===== config.mk =====
export PLATFORM = sky130hd
export DESIGN_NAME = sir_router
export DESIGN_NICKNAME = d
export VERILOG_FILES = /design/src/rtl/sir_pkg.sv /design/src/rtl/sir_pad_drv.sv /design/src/rtl/sir_router.sv
export SDC_FILE = /design/constraint.sdc
export NUM_CORES = 1
export LEC_CHECK = 0
export BUFFER_PORTS_ARGS = -buffer_cell sky130_fd_sc_hd__buf_2
export CAP_MARGIN = 25
export CORE_AREA = 2 2 45 88
export CTS_BUF_LIST = sky130_fd_sc_hd__clkbuf_8 sky130_fd_sc_hd__clkbuf_16
export CTS_CLUSTER_SIZE = 28
export DETAILED_ROUTE_END_ITERATION = 10
export DIE_AREA = 0 0 47 90
export GPL_ROUTABILITY_DRIVEN = 0
export PLACE_DENSITY = 0.78
export SLEW_MARGIN = 0
export SYNTH_ARGS = -nofsm -noshare
export SYNTH_HDL_FRONTEND = slang
export SYNTH_SLANG_ARGS = --single-unit

===== constraint.sdc =====
create_clock -name i_clk -period 1.1 [get_ports i_clk]
set_input_delay 0 -clock i_clk [delete_from_list [all_inputs] [get_ports i_clk]]
set_output_delay 0 -clock i_clk [all_outputs]
set_load 0.03 [all_outputs]

===== src/rtl/sir_pkg.sv =====
/*
 * sir_pkg: constants and carrier types of the sensor interrupt router.
 * Assumes a single 50 MHz clock domain and an 8-bit register port.
 */
package sir_pkg;

    // ========================================================
    // register map
    // ========================================================
    localparam logic [7:0] SIR_ADDR_SOURCE = 8'h15; // gated source flags
    localparam logic [7:0] SIR_ADDR_PAD    = 8'h3a; // pin polarity/drive
    localparam logic [7:0] SIR_ADDR_ENABLE = 8'h3b; // source enables
    localparam logic [7:0] SIR_ADDR_ROUTE  = 8'h3c; // routing table

    // ========================================================
    // reset values and field positions
    // ========================================================
    localparam logic [7:0] SIR_ENABLE_RST  = 8'h00;
    localparam logic [7:0] SIR_ROUTE_RST   = 8'h00;
    localparam logic       SIR_POL_RST     = 1'b0;  // active low
    localparam logic       SIR_DRIVE_RST   = 1'b0;  // push-pull
    localparam int         SIR_PAD_POL_BIT = 1;     // irq_polarity_select
    localparam int         SIR_PAD_DRV_BIT = 0;     // irq_drive_type_select

    // source bit positions, bit 7 down to bit 0
    localparam int SIR_SRC_AUTOSLEEP   = 7;
    localparam int SIR_SRC_BUFFER      = 6;
    localparam int SIR_SRC_TRANSIENT   = 5;
    localparam int SIR_SRC_ORIENTATION = 4;
    localparam int SIR_SRC_PULSE       = 3;
    localparam int SIR_SRC_FALL_A      = 2;
    localparam int SIR_SRC_FALL_B      = 1;
    localparam int SIR_SRC_SAMPLE_RDY  = 0;

    // ========================================================
    // carriers
    // ========================================================
    // one register access from the serial front end
    typedef struct packed {
        logic       wr;     // write strobe, one cycle
        logic       rd;     // read strobe, one cycle
        logic [7:0] addr;   // register offset
        logic [7:0] wdata;  // write data
    } sir_req_t;

    // setup shared by the router and its pad drivers
    typedef struct packed {
        logic [7:0] enable;     // per-source enable
        logic [7:0] route;      // 1: pin a, 0: pin b
        logic       polarity;   // 1: active high
        logic       open_drain; // 1: open drain
    } sir_cfg_t;

endpackage : sir_pkg


===== src/rtl/sir_pad_drv.sv =====
/*
 * sir_pad_drv: drives one interrupt pin from an internal active level.
 * Assumes the pad resolves out/oe; oe high means the pin is driven.
 */
`timescale 1ns/1ps
module sir_pad_drv (
    // clock and reset
    input  wire logic i_clk,
    input  wire logic i_rst,
    // request and setup
    input  wire logic i_active,      // any routed source asserted
    input  wire logic i_polarity,    // 1: active high
    input  wire logic i_open_drain,  // 1: open drain
    // pad
    output logic      o_pin_out,
    output logic      o_pin_oe
);
    import sir_pkg::*;

    // ========================================================
    // pin level
    // ========================================================
    logic level; // electrical level the pin should show

    // asserted shows the polarity level, idle the opposite
    assign level = i_active ? i_polarity : ~i_polarity;

    // registered pad: push-pull always drives, open drain only pulls low
    always_ff @(posedge i_clk or posedge i_rst) begin
        if (i_rst) begin
            o_pin_out <= 1'b1;
            o_pin_oe  <= 1'b1;
        end else if (i_open_drain) begin
            o_pin_out <= 1'b0;
            o_pin_oe  <= ~level;
        end else begin
            o_pin_out <= level;
            o_pin_oe  <= 1'b1;
        end
    end

    // ========================================================
    // checks
    // ========================================================
    pad_polarity_a: assert property (
        @(posedge i_clk) disable iff (i_rst)
        !i_open_drain |=> o_pin_out == $past(i_active == i_polarity))
        else $error("push-pull level does not follow polarity");

    pad_open_drain_a: assert property (
        @(posedge i_clk) disable iff (i_rst)
        i_open_drain |=> !o_pin_out && (o_pin_oe == $past(
            i_active != i_polarity)))
        else $error("open drain pin drives high");

endmodule : sir_pad_drv


===== src/rtl/sir_router.sv =====
/*
 * sir_router: enable and routing of eight sensor event sources onto two
 * interrupt pins, with its setup registers.
 * Assumes event flags come from detectors on the same clock and that a
 * serial front end issues one-cycle register strobes on i_req.
 */
//
// Summary of operation
// - eight source enable bits, aslp down to ready
// - enables reset to zero, one enables source
// - only enabled flags reach the routing logic
// - enabled source drives exactly one pin
// - routing register uses same bit order
// - route bit zero pin b, one pin a
// - routing bits reset to zero, pin b
// - several sources may share one pin
// - polarity bit zero gives active low
// - drive bit selects push-pull or open drain
`timescale 1ns/1ps
module sir_router #(
    parameter int N_SRC = 8 // number of event sources
) (
    // clock and reset
    input  wire logic             i_clk,
    input  wire logic             i_rst,
    // register port
    input  wire sir_pkg::sir_req_t i_req,
    output logic [7:0]            o_rdata,     // read data, registered
    output logic                  o_rvalid,    // read answer, one cycle
    // event detectors
    input  wire logic [N_SRC-1:0] i_event_flags, // live detector flags
    // interrupt pins
    output logic                  o_irq_pin_a_out,
    output logic                  o_irq_pin_a_oe,
    output logic                  o_irq_pin_b_out,
    output logic                  o_irq_pin_b_oe
);
    import sir_pkg::*;

    // ========================================================
    // setup registers
    // ========================================================
    sir_cfg_t cfg_r; // enable, routing, pad setup

    // write decode; unmapped writes are ignored
    always_ff @(posedge i_clk or posedge i_rst) begin
        if (i_rst) begin
            cfg_r.enable     <= SIR_ENABLE_RST;
            cfg_r.route      <= SIR_ROUTE_RST;
            cfg_r.polarity   <= SIR_POL_RST;
            cfg_r.open_drain <= SIR_DRIVE_RST;
        end else if (i_req.wr) begin
            case (i_req.addr)
                SIR_ADDR_ENABLE: begin
                    cfg_r.enable <= i_req.wdata;
                end
                SIR_ADDR_ROUTE: begin
                    cfg_r.route <= i_req.wdata;
                end
                SIR_ADDR_PAD: begin
                    cfg_r.polarity   <= i_req.wdata[SIR_PAD_POL_BIT];
                    cfg_r.open_drain <= i_req.wdata[SIR_PAD_DRV_BIT];
                end
                default: begin
                    // read-only or unmapped: no effect
                end
            endcase
        end
    end

    // ========================================================
    // gating and routing
    // ========================================================
    logic [N_SRC-1:0] gated;    // enabled flags
    logic             active_a; // any source routed to pin a
    logic             active_b; // any source routed to pin b

    // disabled sources never reach the router
    assign gated    = i_event_flags & cfg_r.enable;
    // each gated flag lands on exactly one pin by its route bit
    assign active_a = |(gated & cfg_r.route);
    assign active_b = |(gated & ~cfg_r.route);

    // ========================================================
    // read port
    // ========================================================
    // read data one cycle after the strobe, zero when unmapped
    always_ff @(posedge i_clk or posedge i_rst) begin
        if (i_rst) begin
            o_rdata  <= 8'h00;
            o_rvalid <= 1'b0;
        end else begin
            o_rvalid <= i_req.rd;
            if (i_req.rd) begin
                case (i_req.addr)
                    SIR_ADDR_SOURCE: begin
                        o_rdata <= gated;
                    end
                    SIR_ADDR_ENABLE: begin
                        o_rdata <= cfg_r.enable;
                    end
                    SIR_ADDR_ROUTE: begin
                        o_rdata <= cfg_r.route;
                    end
                    SIR_ADDR_PAD: begin
                        o_rdata <= {6'h00, cfg_r.polarity,
                                    cfg_r.open_drain};
                    end
                    default: begin
                        o_rdata <= 8'h00;
                    end
                endcase
            end
        end
    end

    // ========================================================
    // pad drivers
    // ========================================================
    sir_pad_drv u_pad_a (
        .i_clk        (i_clk),
        .i_rst        (i_rst),
        .i_active     (active_a),
        .i_polarity   (cfg_r.polarity),
        .i_open_drain (cfg_r.open_drain),
        .o_pin_out    (o_irq_pin_a_out),
        .o_pin_oe     (o_irq_pin_a_oe)
    );

    sir_pad_drv u_pad_b (
        .i_clk        (i_clk),
        .i_rst        (i_rst),
        .i_active     (active_b),
        .i_polarity   (cfg_r.polarity),
        .i_open_drain (cfg_r.open_drain),
        .o_pin_out    (o_irq_pin_b_out),
        .o_pin_oe     (o_irq_pin_b_oe)
    );

    // ========================================================
    // checks
    // ========================================================
    logic pin_a_asserted; // pin a shows its active level
    logic pin_b_asserted; // pin b shows its active level

    assign pin_a_asserted = cfg_r.open_drain ?
        o_irq_pin_a_oe == ~cfg_r.polarity :
        o_irq_pin_a_out == cfg_r.polarity;
    assign pin_b_asserted = cfg_r.open_drain ?
        o_irq_pin_b_oe == ~cfg_r.polarity :
        o_irq_pin_b_out == cfg_r.polarity;

    // register writes land at the edge that takes them
    enable_write_a: assert property (
        @(posedge i_clk) disable iff (i_rst)
        i_req.wr && i_req.addr == SIR_ADDR_ENABLE
        |=> cfg_r.enable == $past(i_req.wdata))
        else $error("enable register not written");

    // setup is back at its defaults on the first edge after reset
    enable_reset_a: assert property (
        @(posedge i_clk)
        $fell(i_rst) |-> cfg_r.enable == SIR_ENABLE_RST)
        else $error("enables not clear after reset");

    disabled_quiet_a: assert property (
        @(posedge i_clk) disable iff (i_rst)
        (cfg_r.enable == 8'h00) ##1 $stable(cfg_r) |-> !pin_a_asserted
        && !pin_b_asserted)
        else $error("disabled source reached a pin");

    one_pin_a: assert property (
        @(posedge i_clk) disable iff (i_rst)
        $onehot(gated) ##1 $stable(cfg_r)
        |-> pin_a_asserted != pin_b_asserted)
        else $error("source not on exactly one pin");

    route_write_a: assert property (
        @(posedge i_clk) disable iff (i_rst)
        i_req.wr && i_req.addr == SIR_ADDR_ROUTE
        |=> cfg_r.route == $past(i_req.wdata))
        else $error("routing register not written");

    route_pin_a_a: assert property (
        @(posedge i_clk) disable iff (i_rst)
        |(gated & cfg_r.route) ##1 $stable(cfg_r) |-> pin_a_asserted)
        else $error("route one did not assert pin a");

    route_reset_a: assert property (
        @(posedge i_clk)
        $fell(i_rst) |-> cfg_r.route == SIR_ROUTE_RST)
        else $error("routes not clear after reset");

    pad_reset_a: assert property (
        @(posedge i_clk)
        $fell(i_rst) |-> cfg_r.polarity == SIR_POL_RST
        && cfg_r.open_drain == SIR_DRIVE_RST)
        else $error("pad setup not default after reset");

    pad_write_a: assert property (
        @(posedge i_clk) disable iff (i_rst)
        i_req.wr && i_req.addr == SIR_ADDR_PAD |=>
        cfg_r.polarity == $past(i_req.wdata[SIR_PAD_POL_BIT]) &&
        cfg_r.open_drain == $past(i_req.wdata[SIR_PAD_DRV_BIT]))
        else $error("pad setup register not written");

    // each pin follows the OR of its routed flags one edge later
    pin_or_a: assert property (
        @(posedge i_clk) disable iff (i_rst)
        ##1 $stable(cfg_r) |-> pin_b_asserted == $past(active_b))
        else $error("pin b is not OR of routed flags");

    pin_a_or_a: assert property (
        @(posedge i_clk) disable iff (i_rst)
        ##1 $stable(cfg_r) |-> pin_a_asserted == $past(active_a))
        else $error("pin a is not OR of routed flags");

    source_read_a: assert property (
        @(posedge i_clk) disable iff (i_rst)
        i_req.rd && i_req.addr == SIR_ADDR_SOURCE
        |=> o_rvalid && o_rdata == $past(gated))
        else $error("source read returned wrong value");

    // main scenarios: shared pin, open drain, high polarity, lone pin b
    shared_pin_c: cover property (@(posedge i_clk) disable iff (i_rst)
        ($countones(gated & cfg_r.route) > 1) ##1 pin_a_asserted);
    open_drain_c: cover property (@(posedge i_clk) disable iff (i_rst)
        cfg_r.open_drain && pin_b_asserted);
    high_pol_c: cover property (@(posedge i_clk) disable iff (i_rst)
        cfg_r.polarity && pin_a_asserted);
    lone_pin_b_c: cover property (@(posedge i_clk) disable iff (i_rst)
        $onehot(gated & ~cfg_r.route) ##1 pin_b_asserted);

endmodule : sir_router


==> flow_results.org <==
** Global routing
- Number of global-route vias before repair :: between 1500 and 2000
- The first global-routing pass estimated roughly 6700 um of wire.
- Maximum number of pins on one net before global-route repair :: 32
- Remaining Overflow, GRT :: 0
- GRT Resource Usage Total :: about 22%
- The initial antenna violation count was 0.

** Clock network
- The H-tree was split into 2 levels.
- TritonCTS built the clock tree.
- Counting every sink on the clock net gives 31.
- Clock latency reported for the late side of the worst-skew pair :: between 0.2 and 0.3 ns
- After clock tree synthesis, the clock-pin slew on the worst setup and hold paths is 0.06 ns.
- The clock passes through at most 2 buffers.
- Number of buffers created by CTS :: 5
- Root buffer selected by CTS :: sky130_fd_sc_hd__clkbuf_8

** Timing
- Max-slew headroom :: approximately 74%
- At the pin with the least slew margin, the transition time is approximately 0.38 ns.
- The final critical path takes up 123% of the cycle.
- Derived from the worst setup path, the maximum achievable clock frequency is around 0.74 GHz.
- Final critical-path setup slack :: -0.257 ns
- Setup violations remaining at the end of the flow were counted as 4.
- Number of endpoints with negative hold slack in the final report :: 0
- Max Transition Viols Final :: 0
- RSZ-0062 raised after global routing :: yes
- Min Clock Period, post-route :: 1.36 ns
- The clock arrives with just over 0.004 ns of skew.

** Synthesis
- In this run, distinct cell masters in the synthesized netlist total 29.
- For this run, the number of Yosys warnings is 0.
- Gate count of the mapped netlist :: 140
- After synthesis the netlist holds a flip-flop and latch count of 31.
- Net Count, Synth :: 168
- Sequential elements use between 40 and 50% of the synthesized area.
- In this run the cell area of the synthesized design comes to approximately 0.0016 mm^2.
- Post-synthesis area per instance :: 11.3 um^2

** Placement
- Number of I/O port buffers :: 40
- Once detailed placement completed, the half-perimeter wirelength came to 2960 um.
- Once placement completed, the tool counted placed cells totaling 265.

** Worst setup path
- Kind of critical path :: register to register
- Walking the worst path, the cells encountered are nand2_2 > o22ai_2 > nor4_2 > buf_4 > xor2_2 > nor2b_2.
- Stage delay of the slowest cell on the critical path :: approximately 0.40 ns
- For the worst setup path, the data required time is 1.32 ns.
- Data on the critical path arrives at its endpoint at around 1.6 ns.
- Worst setup EP type :: register
- Of all nets on the critical path, the largest fanout is 2.
- The worst setup path is launched from a register.
- Depth of the worst register-to-register path :: 6
- Crit path max-delay cell type :: sky130_fd_sc_hd__dfrtp_1

** Layout
- Synth-to-Final Area Change :: 55.7%
- After filler insertion, the fill cell instance count of the layout stands at 283.
- Count of non-filler cells in the finished layout :: 286
- Number of nets in the layout :: 264
- Most frequent cells in the layout :: sky130_fd_sc_hd__buf_2 (40), sky130_fd_sc_hd__buf_4 (36), sky130_fd_sc_hd__dfrtp_1 (27)
- Cells with a size suffix above 1 make up a little under three fifths of the layout.
- The library cell used most frequently in the layout, excluding fill and tap cells, is sky130_fd_sc_hd__buf_2.
- The repair_antennas step left the layout with diodes totalling 0.

** Power
- VDD sags by at most between 0.9 and 1 mV.
- Leakage component of the power :: roughly 1.2 nW
- Post-layout total power :: about 2.6 mW
- Power spread over the standard cell area amounts to between 1000 and 1500 mW/mm^2.

** Routing
- The final layout contains routed wiring with a total length of approximately 4300 um.
- Detailed-routing iteration count for the pre-antenna-repair pass :: 4
- After detailed routing, the number of vias per cell comes to between 5 and 6.
- DR WL/cell :: approximately 15 um
- The detailed router placed around 1500 vias in this run.
- In this run, the number of DRC markers left after iteration 0 of detailed routing was 36.
- Post-route antenna net violation count :: 0
- For this run, design rule violations remaining after detail routing come to 0.

** Status
- Violated checks :: negative setup slack
- Status :: finished with violations

** Die
- Chip width :: roughly 47 um
- Effective utilization at floorplan :: between 40 and 50%
- Floorplan die height :: approximately 90 um
- The core region is between 0.003 and 0.004 mm^2.
- Row generation in the floorplan step produced 31 rows.
- The die covers 0.00423 mm^2.
- Pin placement for this block handled between 40 and 50 I/O pins.

** Run
- Reported max-cap violation count :: 0

** Min path
- In this run the worst hold path is classified as input pin to register.
- Hold path depth :: 3
==> layout make-up <==
cell class / count / area (um^2) / area share, %
Multi-Input combinational cell: 96 / 838 / 34.1
Clock buffer: 6 / 82.6 / 3.36
Clock inverter: 2 / 8.76 / 0.357
Inverter: 9 / 33.8 / 1.38
Timing Repair Buffer: 93 / 649 / 26.5
Sequential cell: 31 / 781 / 31.8
Tap cell: 49 / 61.3 / 2.50
==> routing by layer <==
layer	global-route usage, %	up-vias	share of wire (%)
li1	-	700	-
met1	24.5	711	36
met2	35.3	55	54
met3	3.82	17	4.1
met4	13.9	0	5.5
met5	0	-	0
==> cells in the mapped netlist <==
| cell type | count | area share (%) |
|---|---|---|
| sky130_fd_sc_hd__a22oi_1 | 8 | 3.8 |
| sky130_fd_sc_hd__nor2b_1 | 2 | 0.79 |
| sky130_fd_sc_hd__nand2b_1 | 1 | 0.40 |
| sky130_fd_sc_hd__nand2_4 | 2 | 1.4 |
| sky130_fd_sc_hd__and3_4 | 1 | 0.71 |
| sky130_fd_sc_hd__a21oi_1 | 2 | 0.63 |
| sky130_fd_sc_hd__o21ai_2 | 1 | 0.56 |
| sky130_fd_sc_hd__mux2_2 | 2 | 1.4 |
| sky130_fd_sc_hd__nand3_1 | 16 | 5.1 |
| sky130_fd_sc_hd__nor4bb_1 | 1 | 0.63 |
| sky130_fd_sc_hd__mux2_4 | 16 | 15 |
| sky130_fd_sc_hd__dfrtp_1 | 27 | 43 |
| sky130_fd_sc_hd__nand4_1 | 2 | 0.79 |
| sky130_fd_sc_hd__inv_1 | 9 | 2.1 |
| sky130_fd_sc_hd__nor4_1 | 1 | 0.40 |
| sky130_fd_sc_hd__xor2_1 | 2 | 1.1 |
| sky130_fd_sc_hd__nor4b_1 | 1 | 0.56 |
| sky130_fd_sc_hd__nor4b_4 | 1 | 1.5 |
| sky130_fd_sc_hd__and3_1 | 1 | 0.40 |
| sky130_fd_sc_hd__o21a_1 | 1 | 0.48 |
| sky130_fd_sc_hd__nor2_1 | 1 | 0.24 |
| sky130_fd_sc_hd__and2b_1 | 1 | 0.48 |
| sky130_fd_sc_hd__o22ai_1 | 14 | 5.6 |
| sky130_fd_sc_hd__and2_1 | 2 | 0.79 |
| sky130_fd_sc_hd__buf_2 | 1 | 0.32 |
| sky130_fd_sc_hd__dfstp_2 | 4 | 6.7 |
| sky130_fd_sc_hd__buf_4 | 1 | 0.48 |
| sky130_fd_sc_hd__nand2_1 | 17 | 4.0 |
| sky130_fd_sc_hd__clkbuf_1 | 2 | 0.48 |
==> state kept, by name (all words and copies together), names as in the netlist <==
signal and cells:
u_pad_b.o_pin_oe 1, u_pad_a.o_pin_oe 1, o_rvalid 1, o_rdata 8
u_pad_a.o_pin_out 1, cfg_r 18, u_pad_b.o_pin_out 1
==> final timing paths <==
kind	startpoint	to	slack, ns
worst max-delay path	cfg_r[17]	u_pad_b.o_pin_out	-0.26
worst max register to register	cfg_r[17]	u_pad_b.o_pin_out	-0.26
worst min-delay path	i_req[17]	cfg_r[16]	0.21
max in group asynchronous	i_rst	u_pad_b.o_pin_out	0.45
min in group asynchronous	i_rst	cfg_r[15]	0.34
worst min register to register	o_rdata[0]	o_rdata[0]	0.52
==> through the flow <==
stage | instance area, um^2 | setup TNS, ns | setup slack (ns) | utilization (%) | hold WS (ns)
2_1_floorplan | 1600 | -0.536 | -0.100 | - | 0.0314
3_3_place_gp | 2140 | -4.63 | -0.277 | 60.0 | 0.0861
3_5_place_dp | 2140 | -5.05 | -0.307 | 60.0 | 0.0988
4_1_cts | 2400 | -1.06 | -0.300 | 67.4 | 0.209
5_1_grt | 2450 | -1.05 | -0.310 | 68.8 | 0.225
6_report | 2450 | -0.777 | -0.257 | 68.8 | 0.210
==> critical path: cells and delay by family (launching register included) <==
kind / cells / cell delay [ns]
flops: 1 / 0.40
buf+inv: 1 / 0.16
simple gates: 3 / 0.51
xor+xnor: 1 / 0.13
compound gates: 1 / 0.09
==> logic make-up (layout without fill, tap and decap cells) <==
family,Yosys count,in the layout,share of synthesized area (%)
and+or+nand+nor,50,50,18.3
xor gates and xnor gates,2,2,1.11
muxes,18,18,16.7
buffers and inverters,13,110,3.41
DFF,31,31,49.5
AOI/OAI and AO/OA,26,26,11.0
==> power by group <==
group	switching (mW)	internal, mW	leakage [nW]	total (mW)
clock network	0.412	0.494	0.0524	0.906
registers	0.0298	1.20	0.414	1.23
logic	0.211	0.241	0.760	0.452
==> timing repair <==
action,in CTS,in global routing
setup buffers,7,1
pin swaps,9,10
gates resized for setup,5,18
endpoints found under the hold margin,45,0
hold buffers,10,0
setup endpoints to repair,4,20
No activity file was read; power rests on OpenSTA's default activity.
